===== src/hw/rx_enable_map.vh =====
// Overview of operation
// - Latch enable high passes enable bus through
// - Enable high keeps channel PLL, analog active
// - Enable low powers channel down
// - Latch enable falling holds last bus value
// - Device reset clears receive enables
// - Self-test latch works alike, independently
// - Active-low fault is OR of four conditions
// - Frequency out of range raises fault
// - Low amplitude raises fault
// - Low transition density raises fault
// - Disabled channel raises fault
// - Self-test bit low compares, high receives
// - In range only within ppm_limit, 1500 ppm at reset
`ifndef RX_ENABLE_MAP_VH
`define RX_ENABLE_MAP_VH
// --------------------------------------------------
// Register map
// --------------------------------------------------
`define REG_INT_STATUS 4'h0
`define REG_INT_MASK 4'h1
`define REG_RX_ENABLE 4'h2
`define REG_SELFTEST 4'h3
`define REG_FAULT 4'h4
`define REG_PPM_LIMIT 4'h5
// --------------------------------------------------
// Field layout and reset values
// --------------------------------------------------
`define NUM_CH 4
`define ST_FAULT_RISE 0
`define ST_FAULT_FALL 4
`define RST_RX_ENABLE 4'h0
`define RST_SELFTEST 4'h0
`define RST_MASK 8'h00
`define PPM_LIMIT 16'h05dc
`endif


===== src/hw/edge_sync.v =====
`timescale 1ns/100ps
`default_nettype none
// --------------------------------------------------
// Rising and falling edge pulses of a synchronous input
// --------------------------------------------------
module edge_sync (
    input wire clk_sys,
    input wire arst_n,
    input wire level,
    output reg rise,
    output reg fall
);
reg last;
// Previous sample for edge compare
always @(posedge clk_sys or negedge arst_n) begin
    if (!arst_n) begin
        last <= 1'b0;
        rise <= 1'b0;
        fall <= 1'b0;
    end else begin
        last <= level;
        rise <= level & ~last;
        fall <= ~level & last;
    end
end
endmodule
`default_nettype wire


===== src/hw/transparent_latch.v =====
`timescale 1ns/100ps
`default_nettype none
// --------------------------------------------------
// Clocked model of a transparent latch
// --------------------------------------------------
module transparent_latch (
    input wire clk_sys,
    input wire arst_n,
    input wire clear,
    input wire open_en,
    input wire [3:0] d,
    output reg [3:0] q
);
// Clear beats open so reset always disables
always @(posedge clk_sys or negedge arst_n) begin
    if (!arst_n) begin
        q <= 4'h0;
    end else if (clear) begin
        q <= 4'h0;
    end else if (open_en) begin
        q <= d;
    end
end
endmodule
`default_nettype wire


===== src/hw/rx_channel_enable_and_link_fault.v =====
// Implementation choices: the placing of the registers and the plain strobed port.
`timescale 1ns/100ps
`default_nettype none
`include "rx_enable_map.vh"
module rx_channel_enable_and_link_fault (
    input wire clk_sys,
    input wire arst_n,
    input wire training_clock,
    input wire device_reset_n,
    input wire rx_power_latch_enable,
    input wire selftest_latch_enable,
    input wire [3:0] channel_enable_bus,
    input wire [3:0] amplitude_low,
    input wire [3:0] density_low,
    input wire [63:0] freq_error_ppm,
    input wire [3:0] reg_addr,
    input wire [15:0] reg_wdata,
    input wire reg_wr,
    input wire reg_rd,
    output reg [15:0] reg_rdata,
    output reg [3:0] pll_power_enable,
    output reg [3:0] analog_power_enable,
    output reg [3:0] selftest_compare,
    output reg [3:0] link_fault_n,
    output reg irq
);
// --------------------------------------------------
// Reset sampled on training clock rising edge
// --------------------------------------------------
wire train_rise;
reg reset_seen;
reg reset_n_d;
edge_sync u_train_edge (
    .clk_sys(clk_sys),
    .arst_n(arst_n),
    .level(training_clock),
    .rise(train_rise),
    .fall()
);
// Reset level delayed one cycle to line up with the edge pulse,
// so the level is the one present as the training clock rose
always @(posedge clk_sys or negedge arst_n) begin
    if (!arst_n) begin
        reset_n_d <= 1'b1;
        reset_seen <= 1'b0;
    end else begin
        reset_n_d <= device_reset_n;
        reset_seen <= train_rise & ~reset_n_d;
    end
end
// --------------------------------------------------
// Enable latches
// --------------------------------------------------
wire [3:0] rx_latch_q;
wire [3:0] st_latch_q;
// Bit i of bus drives channel i (A..D)
transparent_latch u_rx_latch (
    .clk_sys(clk_sys),
    .arst_n(arst_n),
    .clear(reset_seen),
    .open_en(rx_power_latch_enable),
    .d(channel_enable_bus),
    .q(rx_latch_q)
);
// Separate latch sharing the same bus
transparent_latch u_st_latch (
    .clk_sys(clk_sys),
    .arst_n(arst_n),
    .clear(reset_seen),
    .open_en(selftest_latch_enable),
    .d(channel_enable_bus),
    .q(st_latch_q)
);
// --------------------------------------------------
// Frequency window check
// --------------------------------------------------
reg [15:0] ppm_limit;
reg [3:0] freq_bad;
integer i;
// Signed error per channel, 16 bits each
always @* begin
    freq_bad = 4'h0;
    for (i = 0; i < 4; i = i + 1) begin
        if ($signed(freq_error_ppm[i*16 +: 16]) > $signed(ppm_limit) ||
            $signed(freq_error_ppm[i*16 +: 16]) <
            -$signed(ppm_limit)) begin
            freq_bad[i] = 1'b1;
        end
    end
end
// --------------------------------------------------
// Fault combine and outputs
// --------------------------------------------------
wire [3:0] fault;
assign fault = freq_bad | amplitude_low | density_low
    | ~rx_latch_q;
reg [3:0] fault_d;
reg [7:0] int_status;
reg [7:0] int_mask;
wire [7:0] events;
assign events = {fault_d & ~fault, fault & ~fault_d};
// Registered outputs; one cycle of lag
always @(posedge clk_sys or negedge arst_n) begin
    if (!arst_n) begin
        pll_power_enable <= `RST_RX_ENABLE;
        analog_power_enable <= `RST_RX_ENABLE;
        selftest_compare <= 4'hf;
        link_fault_n <= 4'h0;
        fault_d <= 4'hf;
    end else begin
        pll_power_enable <= rx_latch_q;
        analog_power_enable <= rx_latch_q;
        selftest_compare <= ~st_latch_q;
        link_fault_n <= ~fault;
        fault_d <= fault;
    end
end
// --------------------------------------------------
// Register port and interrupt
// --------------------------------------------------
// Set wins over write-one-to-clear
always @(posedge clk_sys or negedge arst_n) begin
    if (!arst_n) begin
        int_status <= 8'h00;
        int_mask <= `RST_MASK;
        ppm_limit <= `PPM_LIMIT;
        irq <= 1'b0;
    end else begin
        if (reg_wr && reg_addr == `REG_INT_STATUS) begin
            int_status <= (int_status & ~reg_wdata[7:0]) | events;
        end else begin
            int_status <= int_status | events;
        end
        if (reg_wr && reg_addr == `REG_INT_MASK) begin
            int_mask <= reg_wdata[7:0];
        end
        if (reg_wr && reg_addr == `REG_PPM_LIMIT) begin
            ppm_limit <= reg_wdata;
        end
        irq <= |(int_status & int_mask);
    end
end
// Read data one cycle after strobe, zero otherwise
always @(posedge clk_sys or negedge arst_n) begin
    if (!arst_n) begin
        reg_rdata <= 16'h0000;
    end else if (!reg_rd) begin
        reg_rdata <= 16'h0000;
    end else if (reg_addr == `REG_INT_STATUS) begin
        reg_rdata <= {8'h00, int_status};
    end else if (reg_addr == `REG_INT_MASK) begin
        reg_rdata <= {8'h00, int_mask};
    end else if (reg_addr == `REG_RX_ENABLE) begin
        reg_rdata <= {12'h000, rx_latch_q};
    end else if (reg_addr == `REG_SELFTEST) begin
        reg_rdata <= {12'h000, st_latch_q};
    end else if (reg_addr == `REG_FAULT) begin
        reg_rdata <= {12'h000, fault};
    end else if (reg_addr == `REG_PPM_LIMIT) begin
        reg_rdata <= ppm_limit;
    end else begin
        reg_rdata <= 16'h0000;
    end
end
endmodule
`default_nettype wire


===== config.mk =====
export PLATFORM = sky130hd
export DESIGN_NAME = rx_channel_enable_and_link_fault
export DESIGN_NICKNAME = d
export VERILOG_FILES = /design/src/hw/edge_sync.v /design/src/hw/transparent_latch.v /design/src/hw/rx_channel_enable_and_link_fault.v
export VERILOG_INCLUDE_DIRS = /design/src /design/src/hw
export SDC_FILE = /design/constraint.sdc
export NUM_CORES = 1
export LEC_CHECK = 0
export BUFFER_PORTS_ARGS = -buffer_cell sky130_fd_sc_hd__clkbuf_2
export CAP_MARGIN = 40
export CORE_ASPECT_RATIO = 0.75
export CORE_MARGIN = 3
export CORE_UTILIZATION = 56
export DETAILED_ROUTE_END_ITERATION = 6
export GPL_TIMING_DRIVEN = 1
export PLACE_DENSITY = 0.82
export SLEW_MARGIN = 10
export SYNTH_ARGS = -nofsm -noshare
export SYNTH_HDL_FRONTEND = slang
export SYNTH_SLANG_ARGS = --single-unit
export TNS_END_PERCENT = 5

===== constraint.sdc =====
create_clock -name clk_sys -period 3.6 [get_ports clk_sys]
set_input_delay 0.9 -clock clk_sys [delete_from_list [all_inputs] [get_ports clk_sys]]
set_output_delay 0.9 -clock clk_sys [all_outputs]
set_load 0.01 [all_outputs]

# Word-level counts from Yosys, hierarchy flattened
# Index checks and enable logic that the tools add are counted.
# totals
register_bits	77
latchBits	0
ramBits	0
romBits	0
elab_cells	74
mem_count	0
# op_classes
add_sub_neg	1
n_mul	0
div_mod_pow	0
order_cmp	8
eq_ne	5
shift	0
mux	16
bitwise_logic	18
n_reduce_logical	11
# ops
op	count
16-bit 2-to-1 mux	7
16-bit > comparator	4
16-bit less-than comparator	4
8-bit AND	2
4-bit 2-to-1 mux	4
16-bit negator	1
4-bit NOT	4
8-bit OR	2
4-bit OR	3
4-bit AND	2
4-bit by 2-bit == test with 1-bit output, second input constant	2
4-bit by 3-bit == test with 1-bit output, second input constant	2
8-bit 2-to-1 mux	1
8-bit NOT	1
8-bit OR reduction	1
4-bit by 1-bit == test with 1-bit output, second input constant	1
4-bit zero test	1
1-bit logical OR	4
1-bit 2-to-1 mux	4
2-bit nonzero test	2
1-bit logical AND	3
1-bit AND	2
1-bit NOT	2

# Depth between registers and ports, before layout
# depth
ltp_word	13
mapped_depth	13

# Modules after synthesis
# Synthesis repeated with hierarchy kept, for this count alone.
# hier_totals
hier_cells	629
hier_area_um2	6257.3
# modules_own_cells
mod	instances	cells_each	area_each_um2	seq_area_each_um2
rx_channel_enable_and_link_fault	1	598	5846.9	1696.6
transparent_latch	2	13	160.2	100.1
edge_sync	1	5	90.1	75.1

# Worst setup path after synthesis
# OpenSTA, ideal clock, no wires.
# synth_path
path_kind	register to register
start	register ppm_limit[0]
end	register int_status[4]
setup_ns	0.122
arrival_ns	3.121
path_slack_ns	0.358
stages_incl_launch_ff	14
synth_period_minus_slack_ns	3.242
cell_sequence	dfrtp_1 > or4_4 > nor2_1 > nand4_1 > nor3_1 > xnor2_1 > ha_1 > a21o_1 > a21o_1 > a21oi_1 > o21ai_0 > a31oi_1 > xor2_1 > a32o_1
# synth_between
elab_chain_len	11
elab_cells_between_ends	13
classes_between	add/sub (1); order compare (2); mux (2); bitwise (7); reduce/logical (1)
# synth_rtl
element	line_no	rtl
start: declaration	rx_channel_enable_and_link_fault.v:77	reg [15:0] ppm_limit;
start signal: assignment	rx_channel_enable_and_link_fault.v:126	ppm_limit <= `PPM_LIMIT;
start signal: assignment	rx_channel_enable_and_link_fault.v:138	ppm_limit <= reg_wdata;
16-bit negator	rx_channel_enable_and_link_fault.v:86	-$signed(ppm_limit)) begin
16-bit less-than comparator	rx_channel_enable_and_link_fault.v:85	$signed(freq_error_ppm[i*16 +: 16]) <
1-bit logical OR (*)	rx_channel_enable_and_link_fault.v:84	if ($signed(freq_error_ppm[i*16 +: 16]) > $signed(ppm_limit) ||
1-bit 2-to-1 mux (*)	rx_channel_enable_and_link_fault.v:84	
4-bit OR (*) (2 in a row)	rx_channel_enable_and_link_fault.v:95	assign fault = freq_bad | amplitude_low | density_low
4-bit OR (*)	rx_channel_enable_and_link_fault.v:96	| ~rx_latch_q;
4-bit NOT (*)	rx_channel_enable_and_link_fault.v:101	assign events = {fault_d & ~fault, fault & ~fault_d};
4-bit AND (*)	rx_channel_enable_and_link_fault.v:101	
8-bit OR (on tied branches)	rx_channel_enable_and_link_fault.v:132, rx_channel_enable_and_link_fault.v:130	
8-bit 2-to-1 mux (*)	rx_channel_enable_and_link_fault.v:129	if (reg_wr && reg_addr == `REG_INT_STATUS) begin
end signal: assignment	rx_channel_enable_and_link_fault.v:130	int_status <= (int_status & ~reg_wdata[7:0]) | events;
end signal: assignment	rx_channel_enable_and_link_fault.v:132	int_status <= int_status | events;
end: declaration	rx_channel_enable_and_link_fault.v:98	reg [7:0] int_status;
# Mark *: on every way between the ends. The rest lies on a longest branch, timed or not.
# A chain may end at the register's enable or synchronous reset.

# Worst setup path in the final report
# Ends and elaborated chain as after synthesis.

==> impl_metrics.tcl <==
set metrics [dict create \
    status "finished with violations" \
    violations "negative setup slack" \
    synth.largest_area_cell "dfrtp_1" \
    synth_top_cell_area_share_pct 24.6 \
    r2r_end "int_status[4]" \
    post-route-drc-count 0 \
    synth-xor-area-share_pct 2.81 \
    antenna_cells 0 \
    drt-pass1-iter-count 5 \
    areaGrowthSynthToFinish_pct 22.5 \
    internal-power_mw 2.40 \
    synthArstFlopShare_pct 100 \
    synth-simple-area-share_pct 15.2 \
    cts_buffers 9 \
    portBuffers 136 \
    grt_pass1_vias 5597 \
    grt_usage_pct 30.4 \
    drv_slew 0 \
    min_path_type "in2async" \
    gp_congestion 1.03 \
    cap_violations 0 \
    cts_hold_buf 0 \
    synthMuxAreaShare_pct 5.65 \
    irDropWorstVdd_v 0.000350 \
    synth_cell_types 63 \
    synthTopCellsByArea "dfrtp_1, ha_1, dfstp_2, mux2_2, nor2_1" \
    synthAdderAreaFrac_pct 24.1 \
    r2r_start "ppm_limit[0]" \
    p_per_area_nw_per_um2 515 \
    drtIter0Drc 631 \
    path_class "reg2reg" \
    htreeDepth 3 \
    ys_seq_area_share_pct 31.4 \
    p_leak_nw 3.84 \
    pre_cts_ws_ps -80.2 \
    die_h_um 97.1 \
    synth-edff-count 0 \
    worstMarginPinSlew_ps 835 \
    rows 32 \
    reg2reg_setup_slack_ps -60 \
    instances_no_fill 933 \
    die_w_um 127 \
    critPathRequiredTime_ps 3820 \
    period_minus_slack_ps 3660 \
    hold_violations 0 \
    root_buffer "clkbuf_16" \
    core_um2 10500 \
    crit_fanout 6 \
    arrival_ps 3880 \
    viasPerCell 6.27 \
    wire_per_inst_um 20.8 \
    p_sw_mw 1.51 \
    grt_pass1_wl_mm 29.7 \
    synth_top_family_by_area "adder cells" \
    synth_area_um2 6200 \
    synth_ff_type "dfrtp_1" \
    fin_nets 1013 \
    worstRegToRegCells 13 \
    syn-instance-count 638 \
    final.period_utilization_pct 102 \
    critPathLaunch "ppm_limit[0]" \
    drt-total-wl_mm 19.4 \
    synth-seq-cells 77 \
    cts.clk_slew.worst_paths_ps 60 \
    dp.cells 914 \
    synth_compound_area_share_pct 17.4 \
    initial_core_util_pct 58.9 \
    grt_start_max_net_pins 68 \
    share_clk_of_total_power_pct 24.5 \
    finalClockSkew_ps 7.94 \
    crit_path_end_kind "flip-flop" \
    via_count 5846 \
    comb_power_share_pct 44.9 \
    postSynthAreaPerCell_um2 9.71 \
    netSwitchingFraction_pct 38.5 \
    antenna_found_initial 0 \
    finalSetupViolations 3 \
    finish.utilization_pct 72.1 \
    dieArea_um2 12400 \
    hold_slack_ps 401 \
    clk_path_buf_depth 2 \
    endpoint "int_status[4]" \
    gr-total-overflow 0 \
    pwr-share-seq_pct 30.6 \
    grt_setup_unrepaired "true" \
    final_layout_size_suffix_gt1_share_pct 30.1 \
    clock_latency_ps 330 \
    yosys_warnings 0 \
    dp_hpwl_mm 15.5 \
    critPathLaunchType "flip-flop" \
    cts_sinks 77 \
    setup_slack_ps -63.5 \
    cts_tree "yes" \
    ant_nets 0 \
    max_freq_mhz 273 \
    slew_headroom_pct 44.2 \
    io_pins 137 \
    syn_nets 859 \
]
[metal layers]
metal / track usage [%] / share of wire, % / up-vias
li1: - / - / 2688
met1: 46.2 / 45 / 2804
met2: 45.0 / 43 / 323
met3: 6.10 / 9.9 / 31
met4: 6.18 / 1.8 / 0
met5: 0 / 0 / -
[cell type report]
type / count / area, µm²
tap: 136 / 170
clock inverter: 6 / 87.6
multi-input combinational: 508 / 4150
sequential: 77 / 1950
inverter: 39 / 146
fill: 797 / 2940
timing repair buffer: 157 / 861
clock buffer: 10 / 229
[cells in the final DEF (no fill, tap or decap), types with 14 or more instances in the layout]
| master | n |
|---|---|
| a21o_1 | 19 |
| a21oi_1 | 27 |
| buf_4 | 21 |
| clkbuf_2 | 135 |
| dfrtp_1 | 61 |
| dfstp_2 | 16 |
| ha_1 | 115 |
| inv_1 | 39 |
| mux2_2 | 24 |
| nand2_1 | 38 |
| nand3_1 | 14 |
| nand4_1 | 16 |
| nor2_1 | 50 |
| nor2b_1 | 14 |
| o21ai_0 | 24 |
| xnor2_1 | 14 |
[flip-flops by register name, indices dropped and copies added, names as in the netlist, 4 cells and up]
signal               count
u_st_latch.q             4
link_fault_n             4
u_rx_latch.q             4
fault_d                  4
selftest_compare         4
analog_power_enable      4
int_mask                 8
int_status               8
reg_rdata               16
ppm_limit               16
[cell families after synthesis]
| group | count (synthesis) |
|---|---|
| fa+ha+maj | 120 |
| xor+xnor | 19 |
| simple gates | 185 |
| flops | 77 |
| compound gates | 152 |
| buf+inv | 53 |
| mux | 32 |
[cell usage after synthesis, types with 4 or more instances]
master,number
xnor2_1,16
nand2_1,38
nor2_1,51
o2111ai_1,6
and3_1,9
o21ai_0,24
dfstp_2,16
o21a_1,10
nand3_1,14
nand2b_1,4
ha_1,117
a21oi_1,29
buf_4,4
a31oi_1,5
nor3_1,11
mux2i_1,8
a21o_1,19
mux2_2,24
inv_1,39
clkbuf_1,8
o31ai_1,4
nor2b_1,14
dfrtp_1,61
a22oi_1,8
o211ai_1,7
nand3b_1,4
a22o_1,6
nand4_1,16
nor4_1,5
o21ai_1,4
[stage by stage]
step	area (µm²)	setup TNS [ps]	power [mW]
after detailed placement	7140	-82.2	2.83
after floorplan	6200	0	2.23
after CTS	7470	0	3.80
after global routing	7590	-319	4.16
final	7590	-128	3.91
after global placement	7110	0	2.75
[worst max-delay path, cell delays in order (launching register included)]
cell	delay, ps
dfrtp_1	440
or4_4	520
nor2_4	110
nand4_1	230
nor3_2	320
xnor2_2	220
ha_1	310
a21o_1	160
a21o_1	170
a21oi_1	180
o21ai_0	200
a31oi_4	270
xor2_2	150
a32o_1	260
[timing repair]
item,CTS,global route
pin swaps,0,9
gates resized for setup,4,15
setup endpoints to repair,5,17
setup buffers,0,3
[power groups by stage]
| stage | combinational, mW | sequential (mW) | clock, mW |
|---|---|---|---|
| floorplan | 1.08 | 1.15 | 0 |
| global placement | 1.56 | 1.19 | 0 |
| detailed placement | 1.64 | 1.19 | 0 |
| CTS | 1.67 | 1.18 | 0.957 |
| global route | 1.96 | 1.21 | 1.00 |
| finish | 1.76 | 1.20 | 0.958 |
[worst min-delay path by stage]
| stage | to | slack (ps) | cells after the start |
|---|---|---|---|
| floorplan | selftest_compare[3] | 370 | 1 |
| global placement | u_train_edge.rise | 380 | 1 |
| detailed placement | u_train_edge.rise | 400 | 1 |
| CTS | reg_rdata[15] | 400 | 1 |
| global route | reg_rdata[15] | 400 | 1 |
| finish | reg_rdata[15] | 400 | 1 |
No activity file was read; power rests on OpenSTA's default activity.
